`src/core/pwr_clk_pkg.sv`:
```
/*
 * Package for the power and clock control block: register offsets, bit
 * positions, reset values, frequency-select codes and timing constants.
 * Assumes a single 50 MHz clock domain.
 */
package pwr_clk_pkg;

    // ==========================================================
    // Register map: word indices, byte address is four times the index
    // ==========================================================
    localparam logic [7:0] power_control_addr       = 8'h87;
    localparam logic [7:0] clock_synth_control_addr = 8'hf9;
    localparam logic [7:0] status_addr              = 8'h40;
    localparam int         word_index_msb           = 9;
    localparam int         word_index_lsb           = 2;

    localparam logic [7:0] power_control_reset       = 8'h00;
    localparam logic [7:0] clock_synth_control_reset = 8'h0d;

    // ==========================================================
    // Power control bits
    // ==========================================================
    localparam int baud_double_bit          = 7;
    localparam int aux_memory_disable_bit   = 6;
    localparam int emission_quiet_bit       = 5;
    localparam int watchdog_load_permit_bit = 4;
    localparam int user_flag_hi_bit         = 3;
    localparam int user_flag_lo_bit         = 2;
    localparam int deep_sleep_request_bit   = 1;
    localparam int halt_cpu_request_bit     = 0;

    // ==========================================================
    // Clock synth control bits
    // ==========================================================
    localparam int keep_slow_osc_bit   = 7;
    localparam int tick_irq_enable_bit = 6;
    localparam int tick_irq_flag_bit   = 5;
    localparam int freq_select_hi_msb         = 4;
    localparam int freq_select_hi_lsb         = 2;
    localparam int freq_select_lo_msb         = 1;

    // Legal frequency-select codes
    localparam logic [4:0] freq_select_3m93  = 5'h13;
    localparam logic [4:0] freq_select_7m86  = 5'h0f;
    localparam logic [4:0] freq_select_15m73 = 5'h0b;
    localparam logic [4:0] freq_select_4m72  = 5'h12;
    localparam logic [4:0] freq_select_9m44  = 5'h0e;
    localparam logic [4:0] freq_select_5m51  = 5'h11;
    localparam logic [4:0] freq_select_11m01 = 5'h0d;
    localparam logic [4:0] freq_select_6m29  = 5'h10;
    localparam logic [4:0] freq_select_12m58 = 5'h0c;

    // ==========================================================
    // Timing
    // ==========================================================
    localparam int clk_mhz          = 50;
    localparam int lock_time_ms     = 10;
    localparam int lock_cycles      = lock_time_ms * 1000 * clk_mhz;
    localparam int divider_settle_us = 1;
    localparam int divider_settle_cycles = divider_settle_us * clk_mhz;

    // Clock switch sequencer states
    typedef enum logic [1:0]
    {
        switch_idle   = 2'b00,
        switch_gate   = 2'b01,
        switch_settle = 2'b10,
        switch_lock   = 2'b11
    } switch_state_t;

endpackage : pwr_clk_pkg

```
`src/core/power_and_clock_control.sv`:
```
/*
 * Power-mode and system-clock control with an AHB-Lite register slave.
 * Assumes the CPU core, watchdog, seconds timer and PLL analog sit outside
 * and exchange one-cycle event pulses and levels on the ports.
 */
// The AHB-Lite register port was decided locally.
// Operation
// Power control resets zero, whole byte access
// Bit 7 doubles serial port baud
// Bit 6 disables auxiliary RAM
// Bit 5 silences address latch strobe
// Load permit cleared on watchdog load
// Bits 3, 2 plain user flags
// Deep sleep settable only with strap high
// Bit 0 requests idle mode
// Source select one: crystal, slow osc halted
// Source select zero: slow osc and PLL
// Slow osc tri-stated in three cases
// Low select bits set PLL; 10 ms lock
// Lowering: high bits first, then low
// Raising: low bits, wait, then high
// High bits only change in 1 us
// Reset or watchdog overflow loads 0DH
// Bit 7 keeps slow osc in sleep
// Tick irq needs enable and ext irq one
// Tick flag set by hardware or software
// Nine codes map to clock frequencies
// Other select codes reserved
// Enabled interrupt clears idle request
// No deep sleep while watchdog enabled
// Glitch-free switch on selection change
`timescale 1ns/1ns

module power_and_clock_control
#(
    parameter int lock_cycles = pwr_clk_pkg::lock_cycles
)
(
    input  wire logic        clk,
    input  wire logic        reset,
    // AHB-Lite slave
    input  wire logic        hsel,
    input  wire logic [31:0] haddr,
    input  wire logic [1:0]  htrans,
    input  wire logic        hwrite,
    input  wire logic [2:0]  hsize,
    input  wire logic [31:0] hwdata,
    input  wire logic        hready,
    output logic             hreadyout,
    output logic             hresp,
    output logic [31:0]      hrdata,
    // Surroundings
    input  wire logic        watchdog_strap_input,
    input  wire logic        watchdog_enabled,
    input  wire logic        watchdog_overflow,
    input  wire logic        watchdog_counter_load,
    input  wire logic        osc_source_select,
    input  wire logic        seconds_overflow,
    input  wire logic        ext_irq_one_enable,
    input  wire logic        idle_wake_irq,
    // Controls toward the rest of the chip
    output logic             baud_double,
    output logic             aux_memory_disable,
    output logic             emission_quiet,
    output logic             watchdog_load_permit,
    output logic             halt_cpu_request,
    output logic             deep_sleep_request,
    output logic             hf_osc_enable,
    output logic             slow_osc_enable,
    output logic             slow_xtal_input_pulldown,
    output logic [1:0]       pll_current_osc,
    output logic [4:0]       freq_select,
    output logic             sys_clk_gate,
    output logic             pll_locked,
    output logic             tick_irq
);

    // ==========================================================
    // Register state
    // ==========================================================
    logic [7:0]                 power_control;
    logic [7:0]                 clock_synth_control;
    logic                       req_write;
    logic [7:0]                 req_addr;
    logic [7:0]                 rd_index;
    logic                       wr_power;
    logic                       wr_clock;
    logic [7:0]                 wdata;
    pwr_clk_pkg::switch_state_t state;
    logic [31:0]                timer;
    logic                       synth_reset;
    logic                       busy;

    // Watchdog overflow reloads the synth register like a pin reset
    assign synth_reset = watchdog_overflow;
    assign wdata       = hwdata[7:0];
    // One register per aligned word; the low address bits are ignored
    assign rd_index    = haddr[pwr_clk_pkg::word_index_msb:pwr_clk_pkg::word_index_lsb];
    assign wr_power    = req_write && (req_addr == pwr_clk_pkg::power_control_addr);
    assign wr_clock    = req_write && (req_addr == pwr_clk_pkg::clock_synth_control_addr);
    assign busy        = (state != pwr_clk_pkg::switch_idle);

    // ==========================================================
    // AHB-Lite slave: zero wait states, always OKAY
    // ==========================================================
    always_ff @(posedge clk or posedge reset)
    begin
        if (reset)
        begin
            req_write <= 1'b0;
            req_addr  <= 8'h00;
        end
        else if (hready)
        begin
            req_write <= hsel && htrans[1] && hwrite;
            req_addr  <= rd_index;
        end
        else
        begin
            req_write <= 1'b0;
        end
    end

    always_ff @(posedge clk or posedge reset)
    begin
        if (reset)
        begin
            hreadyout <= 1'b1;
            hresp     <= 1'b0;
        end
        else
        begin
            hreadyout <= 1'b1;
            hresp     <= 1'b0;
        end
    end

    // Read data registered in the address phase; reads only whole byte
    always_ff @(posedge clk or posedge reset)
    begin
        if (reset)
        begin
            hrdata <= 32'h0000_0000;
        end
        else if (hready && hsel && htrans[1] && !hwrite)
        begin
            if (rd_index == pwr_clk_pkg::power_control_addr)
            begin
                hrdata <= {24'h00_0000, power_control};
            end
            else if (rd_index == pwr_clk_pkg::clock_synth_control_addr)
            begin
                hrdata <= {24'h00_0000, clock_synth_control};
            end
            else if (rd_index == pwr_clk_pkg::status_addr)
            begin
                hrdata <= {29'h0000_0000, pll_locked, sys_clk_gate, busy};
            end
            else
            begin
                hrdata <= 32'h0000_0000;
            end
        end
    end

    // ==========================================================
    // Power control register
    // ==========================================================
    always_ff @(posedge clk or posedge reset)
    begin
        if (reset)
        begin
            power_control <= pwr_clk_pkg::power_control_reset;
        end
        else
        begin
            if (wr_power)
            begin
                // Bits 7..2 take the written value; bit 4 is also cleared by watchdog load
                power_control[pwr_clk_pkg::baud_double_bit:pwr_clk_pkg::user_flag_lo_bit] <=
                    wdata[pwr_clk_pkg::baud_double_bit:pwr_clk_pkg::user_flag_lo_bit];
                power_control[pwr_clk_pkg::halt_cpu_request_bit] <=
                    wdata[pwr_clk_pkg::halt_cpu_request_bit];
                // A refused deep-sleep write stores zero, whatever the bit held
                power_control[pwr_clk_pkg::deep_sleep_request_bit] <=
                    wdata[pwr_clk_pkg::deep_sleep_request_bit]
                    && watchdog_strap_input && !watchdog_enabled;
            end
            // Hardware clears take effect over a same-cycle write
            if (watchdog_counter_load)
            begin
                power_control[pwr_clk_pkg::watchdog_load_permit_bit] <= 1'b0;
            end
            if (idle_wake_irq)
            begin
                power_control[pwr_clk_pkg::halt_cpu_request_bit] <= 1'b0;
            end
        end
    end

    // ==========================================================
    // Clock synth control register
    // ==========================================================
    always_ff @(posedge clk or posedge reset)
    begin
        if (reset)
        begin
            clock_synth_control <= pwr_clk_pkg::clock_synth_control_reset;
        end
        else if (synth_reset)
        begin
            clock_synth_control <= pwr_clk_pkg::clock_synth_control_reset;
        end
        else
        begin
            if (wr_clock)
            begin
                clock_synth_control <= wdata;
            end
            // Overflow wins over a software clear in the same cycle
            if (seconds_overflow)
            begin
                clock_synth_control[pwr_clk_pkg::tick_irq_flag_bit] <= 1'b1;
            end
        end
    end

    // ==========================================================
    // Clock switch sequencer: gate the clock, then settle or wait for lock
    // ==========================================================
    // Applied select only moves while the system clock is gated, so the
    // divider never emits a truncated pulse.
    logic [4:0] applied_select;
    logic [4:0] target_select;
    assign target_select = clock_synth_control[pwr_clk_pkg::freq_select_hi_msb:0];

    always_ff @(posedge clk or posedge reset)
    begin
        if (reset)
        begin
            state          <= pwr_clk_pkg::switch_idle;
            timer          <= 32'h0000_0000;
            applied_select <= pwr_clk_pkg::clock_synth_control_reset[4:0];
            pll_locked     <= 1'b1;
            sys_clk_gate   <= 1'b1;
        end
        else
        begin
            case (state)
                pwr_clk_pkg::switch_idle:
                begin
                    if (target_select != applied_select)
                    begin
                        sys_clk_gate <= 1'b0;
                        state        <= pwr_clk_pkg::switch_gate;
                    end
                end
                pwr_clk_pkg::switch_gate:
                begin
                    if (target_select[pwr_clk_pkg::freq_select_lo_msb:0]
                        != applied_select[pwr_clk_pkg::freq_select_lo_msb:0])
                    begin
                        pll_locked <= 1'b0;
                        timer      <= 32'(lock_cycles);
                        state      <= pwr_clk_pkg::switch_lock;
                    end
                    else
                    begin
                        timer <= 32'(pwr_clk_pkg::divider_settle_cycles);
                        state <= pwr_clk_pkg::switch_settle;
                    end
                    applied_select <= target_select;
                end
                pwr_clk_pkg::switch_settle,
                pwr_clk_pkg::switch_lock:
                begin
                    if (timer <= 32'h0000_0001)
                    begin
                        pll_locked   <= 1'b1;
                        sys_clk_gate <= 1'b1;
                        state        <= pwr_clk_pkg::switch_idle;
                    end
                    else
                    begin
                        timer <= timer - 32'h0000_0001;
                    end
                end
                default:
                begin
                    state <= pwr_clk_pkg::switch_idle;
                end
            endcase
        end
    end

    // ==========================================================
    // Registered control outputs
    // ==========================================================
    // Power control mirrors, one cycle behind the register
    always_ff @(posedge clk or posedge reset)
    begin
        if (reset)
        begin
            baud_double              <= 1'b0;
            aux_memory_disable       <= 1'b0;
            emission_quiet           <= 1'b0;
            watchdog_load_permit     <= 1'b0;
            halt_cpu_request         <= 1'b0;
            deep_sleep_request       <= 1'b0;
        end
        else
        begin
            baud_double          <= power_control[pwr_clk_pkg::baud_double_bit];
            aux_memory_disable   <= power_control[pwr_clk_pkg::aux_memory_disable_bit];
            emission_quiet       <= power_control[pwr_clk_pkg::emission_quiet_bit];
            watchdog_load_permit <= power_control[pwr_clk_pkg::watchdog_load_permit_bit];
            halt_cpu_request     <= power_control[pwr_clk_pkg::halt_cpu_request_bit];
            deep_sleep_request   <= power_control[pwr_clk_pkg::deep_sleep_request_bit];
        end
    end

    // ==========================================================
    // Oscillator controls
    // ==========================================================
    // The slow input is pulled low whenever its oscillator is off, reset included
    always_ff @(posedge clk or posedge reset)
    begin
        if (reset)
        begin
            hf_osc_enable            <= 1'b0;
            slow_osc_enable          <= 1'b0;
            slow_xtal_input_pulldown <= 1'b1;
        end
        else
        begin
            hf_osc_enable        <= osc_source_select
                                    && !power_control[pwr_clk_pkg::deep_sleep_request_bit];
            slow_osc_enable      <= !osc_source_select
                                    && (!power_control[pwr_clk_pkg::deep_sleep_request_bit]
                                        || clock_synth_control[pwr_clk_pkg::keep_slow_osc_bit]);
            slow_xtal_input_pulldown <= osc_source_select
                                    || (power_control[pwr_clk_pkg::deep_sleep_request_bit]
                                        && !clock_synth_control[pwr_clk_pkg::keep_slow_osc_bit]);
        end
    end

    // Select mirrors follow the applied code, never the raw register
    always_ff @(posedge clk or posedge reset)
    begin
        if (reset)
        begin
            pll_current_osc          <= 2'h0;
            freq_select              <= 5'h00;
        end
        else
        begin
            pll_current_osc      <= applied_select[pwr_clk_pkg::freq_select_lo_msb:0];
            freq_select          <= applied_select;
        end
    end

    // ==========================================================
    // Seconds interrupt
    // ==========================================================
    always_ff @(posedge clk or posedge reset)
    begin
        if (reset)
        begin
            tick_irq                 <= 1'b0;
        end
        else
        begin
            tick_irq             <= clock_synth_control[pwr_clk_pkg::tick_irq_flag_bit]
                                    && clock_synth_control[pwr_clk_pkg::tick_irq_enable_bit]
                                    && ext_irq_one_enable;
        end
    end

endmodule : power_and_clock_control

```
`config.mk`:
```
export PLATFORM = sky130hd
export DESIGN_NAME = power_and_clock_control
export DESIGN_NICKNAME = d
export VERILOG_FILES = /design/src/core/pwr_clk_pkg.sv /design/src/core/power_and_clock_control.sv
export SDC_FILE = /design/constraint.sdc
export NUM_CORES = 1
export LEC_CHECK = 0
export ABC_AREA = 1
export BUFFER_PORTS_ARGS = -buffer_cell sky130_fd_sc_hd__buf_2
export CAP_MARGIN = 15
export CORE_MARGIN = 2
export CORE_UTILIZATION = 53
export DETAILED_ROUTE_END_ITERATION = 7
export HOLD_SLACK_MARGIN = 0.02
export PLACE_DENSITY = 0.81
export RECOVER_POWER = 100
export SLEW_MARGIN = 10
export SYNTH_ARGS = -nofsm -noshare
export SYNTH_HDL_FRONTEND = slang
export SYNTH_SLANG_ARGS = --single-unit
```
`constraint.sdc`:
```
create_clock -name clk -period 4.1 [get_ports clk]
set_input_delay 0.82 -clock clk [delete_from_list [all_inputs] [get_ports clk]]
set_output_delay 0.82 -clock clk [all_outputs]
set_load 0.01 [all_outputs]
```
==> out/results.txt <==
The flow ran to the end, but the final reports show violations. The final reports fail on max-capacitance violations, max-slew violations. The run gives 0.005207 mm² as the placed cell area.

Across the VDD grid, the largest voltage drop is 0.1956 mV. Clock tree synthesis selected as its root buffer the cell clkbuf_8. The detailed-route wire length per cell was 13.32 µm. Clock latency on the worst-skew pair, taken at its later pin, is 360 ps. After synthesis, the cell types taking the most area are dfrtp_1, nand2_1, nor2_1, inv_1, dfstp_2. The run gives 780.1 µW as the power spent charging and discharging nets.

135 I/O pins were placed. The area of all placed cells without fillers was 0.005285 mm²; the placed wire-length estimate after detailed placement was 8.418 mm. The maximum net fanout on the critical path was 21.

The flip-flop and latch count after synthesis came out at 89. Adding up every negative setup slack in the final design gives 0 ps. In this run, synthesis inferred 0 flip-flops with an integrated enable. Buffers placed on the I/O ports in this run total 56. Net switching share of the total power: 35.62%. The critical path's most frequent cell is nor2_1. The core area came out at 0.009153 mm². Timing would allow up to 359.8 MHz.

Start-to-end type of the worst setup path: reg2reg. The net count of the finished layout is 804. The arrival time at the worst endpoint is 3030 ps. The largest single stage delay on the critical path is 740 ps.

Setup repair after global routing left no endpoint under its margin. The synthesized instance count came out at 665. The signal on the critical path passes through clkbuf_1 > nor2_1 > inv_1 > o21ai_1 > nand2_1 > nor2_1 > nor2_1.

The share of total power dissipated in combinational logic is 23.4%. Leakage power: 0.002727 µW. The mapped netlist covers 0.004959 mm². The worst hold path class is reg2reg. The number of sinks on the clock net came out at 89. The number of hold buffers added after CTS is 0.

The tools report the number of post-CTS setup repair buffers as 0. The library cell used most frequently in the layout, excluding fill and tap cells, is nand2_1. The setup-violating endpoint count in the final report was 0. Endpoint type of the worst setup path: a flop. Counting cells, the worst reg-to-reg path comes to 7. Power spread over the standard cell area amounts to 414.3 mW/mm². Worst hold path depth: 0.

The floorplan has 35 rows. The internal reg-to-reg setup slack was 1320 ps. The number of gates resized after cts was 0; the post-route clock skew was 8.327 ps. Counting both buffers and inverters, the worst setup path holds a total of 2. STA puts the critical path data required time at 4350 ps.

For the proportion of power drawn by flip-flops and latches, the log shows 50.5%. The tools report the via count of the first global-routing pass as 4289. On the critical path, the stage with the largest delay is an instance of nor2_1.

The logs give 0 for the post-detailed-route DRC marker count and 19.23 mm for the wire length of the first global-routing pass. The routability congestion estimate from global placement is 1.025, and the number of inserted filler cells in the final layout is 870. Transition time at the pin with the least slew margin: 2053 ps.

Of the available clock period, the critical path in the final layout requires 67.79%. For the number of warnings printed during yosys synthesis, the log shows 0. For the total power, the log shows 2190 µW.

Summed over all layers, the routed wires come to 11.14 mm. The largest total area in the synthesized netlist belongs to dfrtp_1. The share of final-layout standard cells stronger than drive strength 1 came out at 10.62%.

The number of maximum-capacitance violations is 1, and the growth of design area from synthesis to finish is 6.586%. The floorplan step set the die height to 100.7 µm. The dominant synthesized flop cell is dfrtp_1.

The floorplan step set the die width to 100.7 µm. TritonCTS built the clock tree. The area of the die came out at 0.01015 mm².

The logs give 1410 µW for the internal power and 4273 for the total number of vias. The worst path in the final design needs a cycle of 2780 ps, including I/O delays and setup. The longest clock path from root to sink contains 2 buffers. Before antenna repair, the detailed router went through 5 iterations. Dividing the detail-routed via count by the number of cells gives 5.111.

The initial antenna violation count is 0, and the number of inserted diodes is 0. After clock tree synthesis, the clock-pin slew on the worst setup and hold paths is 90 ps. In this run, the number of DRC markers left after iteration 0 of detailed routing was 251. Clock buffer count from CTS: 9. The startpoint type of the worst setup path was a flop.

For the final-report hold violation count, the log shows 0. The count of nets left with antenna violations once routing finished came out at 0. Total number of H-tree levels: 3. The tools report the remaining global-route overflow as 0.

Counting distinct cell types in the post-synthesis netlist gives 34. The critical path's top delay family is simple AND/OR/NAND/NOR gates. Each instance of the synthesized netlist takes up on average 7.456 µm². Of the synthesized area, sequential elements account for 45.14%. In the synthesized netlist the async set-or-reset flop fraction comes to 100.0%. The library cells used most frequently in the layout, excluding fill and tap cells, are nand2_1, nor2_1, inv_1, dfrtp_1, o21ai_0.

Of the total power, the clock network draws 26.1%. Entering global routing, the biggest net connects 48 pins. The top cell type by area accounts for 40.37% of the synthesized area.

For the relative slew slack, the log shows -37.65%. In this run the number of cells on the critical path is 7. The tools report the final max-slew violation count as 48. Global routing consumed, over all layers together, 23.70% of the routing resources. For this configuration, the core starts out at a cell density of 54.18%.
==> kinds of logic after synthesis <==
family / count (synthesis) / share of synthesized area, %
buffers and inverters: 130 / 12.62
AO/OA/AOI/OAI: 71 / 8.302
flip-flops: 89 / 45.14
other: 2 / 0.1515
AND/OR/NAND/NOR: 360 / 31.34
XOR/XNOR: 11 / 1.943
adder cells (fa/ha/maj): 2 / 0.5046
==> registers in the layout, summed over array words and instances (netlist names), 2 cells and up <==
register,count
timer,32
req_addr,8
state,2
clock_synth_control,8
hrdata,8
applied_select,5
freq_select,5
power_control,8
==> per-layer routing <==
metal / share of wire, % / global-route usage [%] / vias to the layer above
met5: 0 / 0 / -
met4: 2.8 / 9.168 / 0
met1: 42 / 29.32 / 1971
li1: - / - / 2118
met3: 6.1 / 4.300 / 30
met2: 49 / 41.08 / 154
==> power groups by stage <==
| stage | Combinational, µW | Clock, µW | Sequential, µW |
|---|---|---|---|
| 4_1_cts | 544 | 584 | 1100 |
| 2_1_floorplan | 444 | 0 | 1100 |
| 6_report | 513 | 571 | 1110 |
| 5_1_grt | 600 | 615 | 1120 |
| 3_3_place_gp | 519 | 0 | 1110 |
| 3_5_place_dp | 540 | 0 | 1120 |
==> synthesized netlist by cell type, types with 2 or more instances <==
master and instances:
ha_1 2, xor2_1 9, a211oi_1 2, a21oi_1 12, nor2_4 3, dfrtp_1 80, nand4_1 9, o211ai_1 2
buf_6 4, nor4_2 2, nor2_1 107, buf_2 2, xnor2_1 2, inv_1 89, nor3_1 8, nor4_1 3
o21ai_1 10, nand3_1 33, clkbuf_1 5, buf_4 28, inv_2 2, dfstp_2 9, nand2_2 12, conb_1 2
nor2_2 9, nand2_1 170, nand2_4 3, o21ai_0 31, o21ai_2 10
==> metrics by stage <==
stage	hold slack (ps)	util, %	std cells	setup slack, ps
floorplan	353.7	-	689	988.0
global placement	364.6	56.90	820	1748
detailed placement	377.8	56.90	820	1697
CTS	403.0	58.92	836	1928
global route	413.5	57.74	836	1014
finish	393.2	57.74	836	1320
==> path summary, 6_finish.rpt <==
check                                      start              endpoint
worst max-delay path                    state[1]             timer[17]
worst max register to register          state[1]             timer[17]
worst min-delay path            power_control[4]  watchdog_load_permit
min in group asynchronous                  reset       slow_osc_enable
worst min register to register  power_control[4]  watchdog_load_permit
max in group asynchronous                  reset     applied_select[3]
==> layout make-up <==
type	count	area [µm²]	area share [%]
Tap cell	111	138.9	2.628
Clock buffer	10	137.6	2.604
Timing Repair Buffer	59	266.5	5.043
Sequential cell	89	2238	42.35
Clock inverter	6	47.55	0.8996
Multi-Input combinational cell	470	2113	39.99
Inverter	91	342.8	6.487
Note: power is estimated with default switching activity, not from simulation.
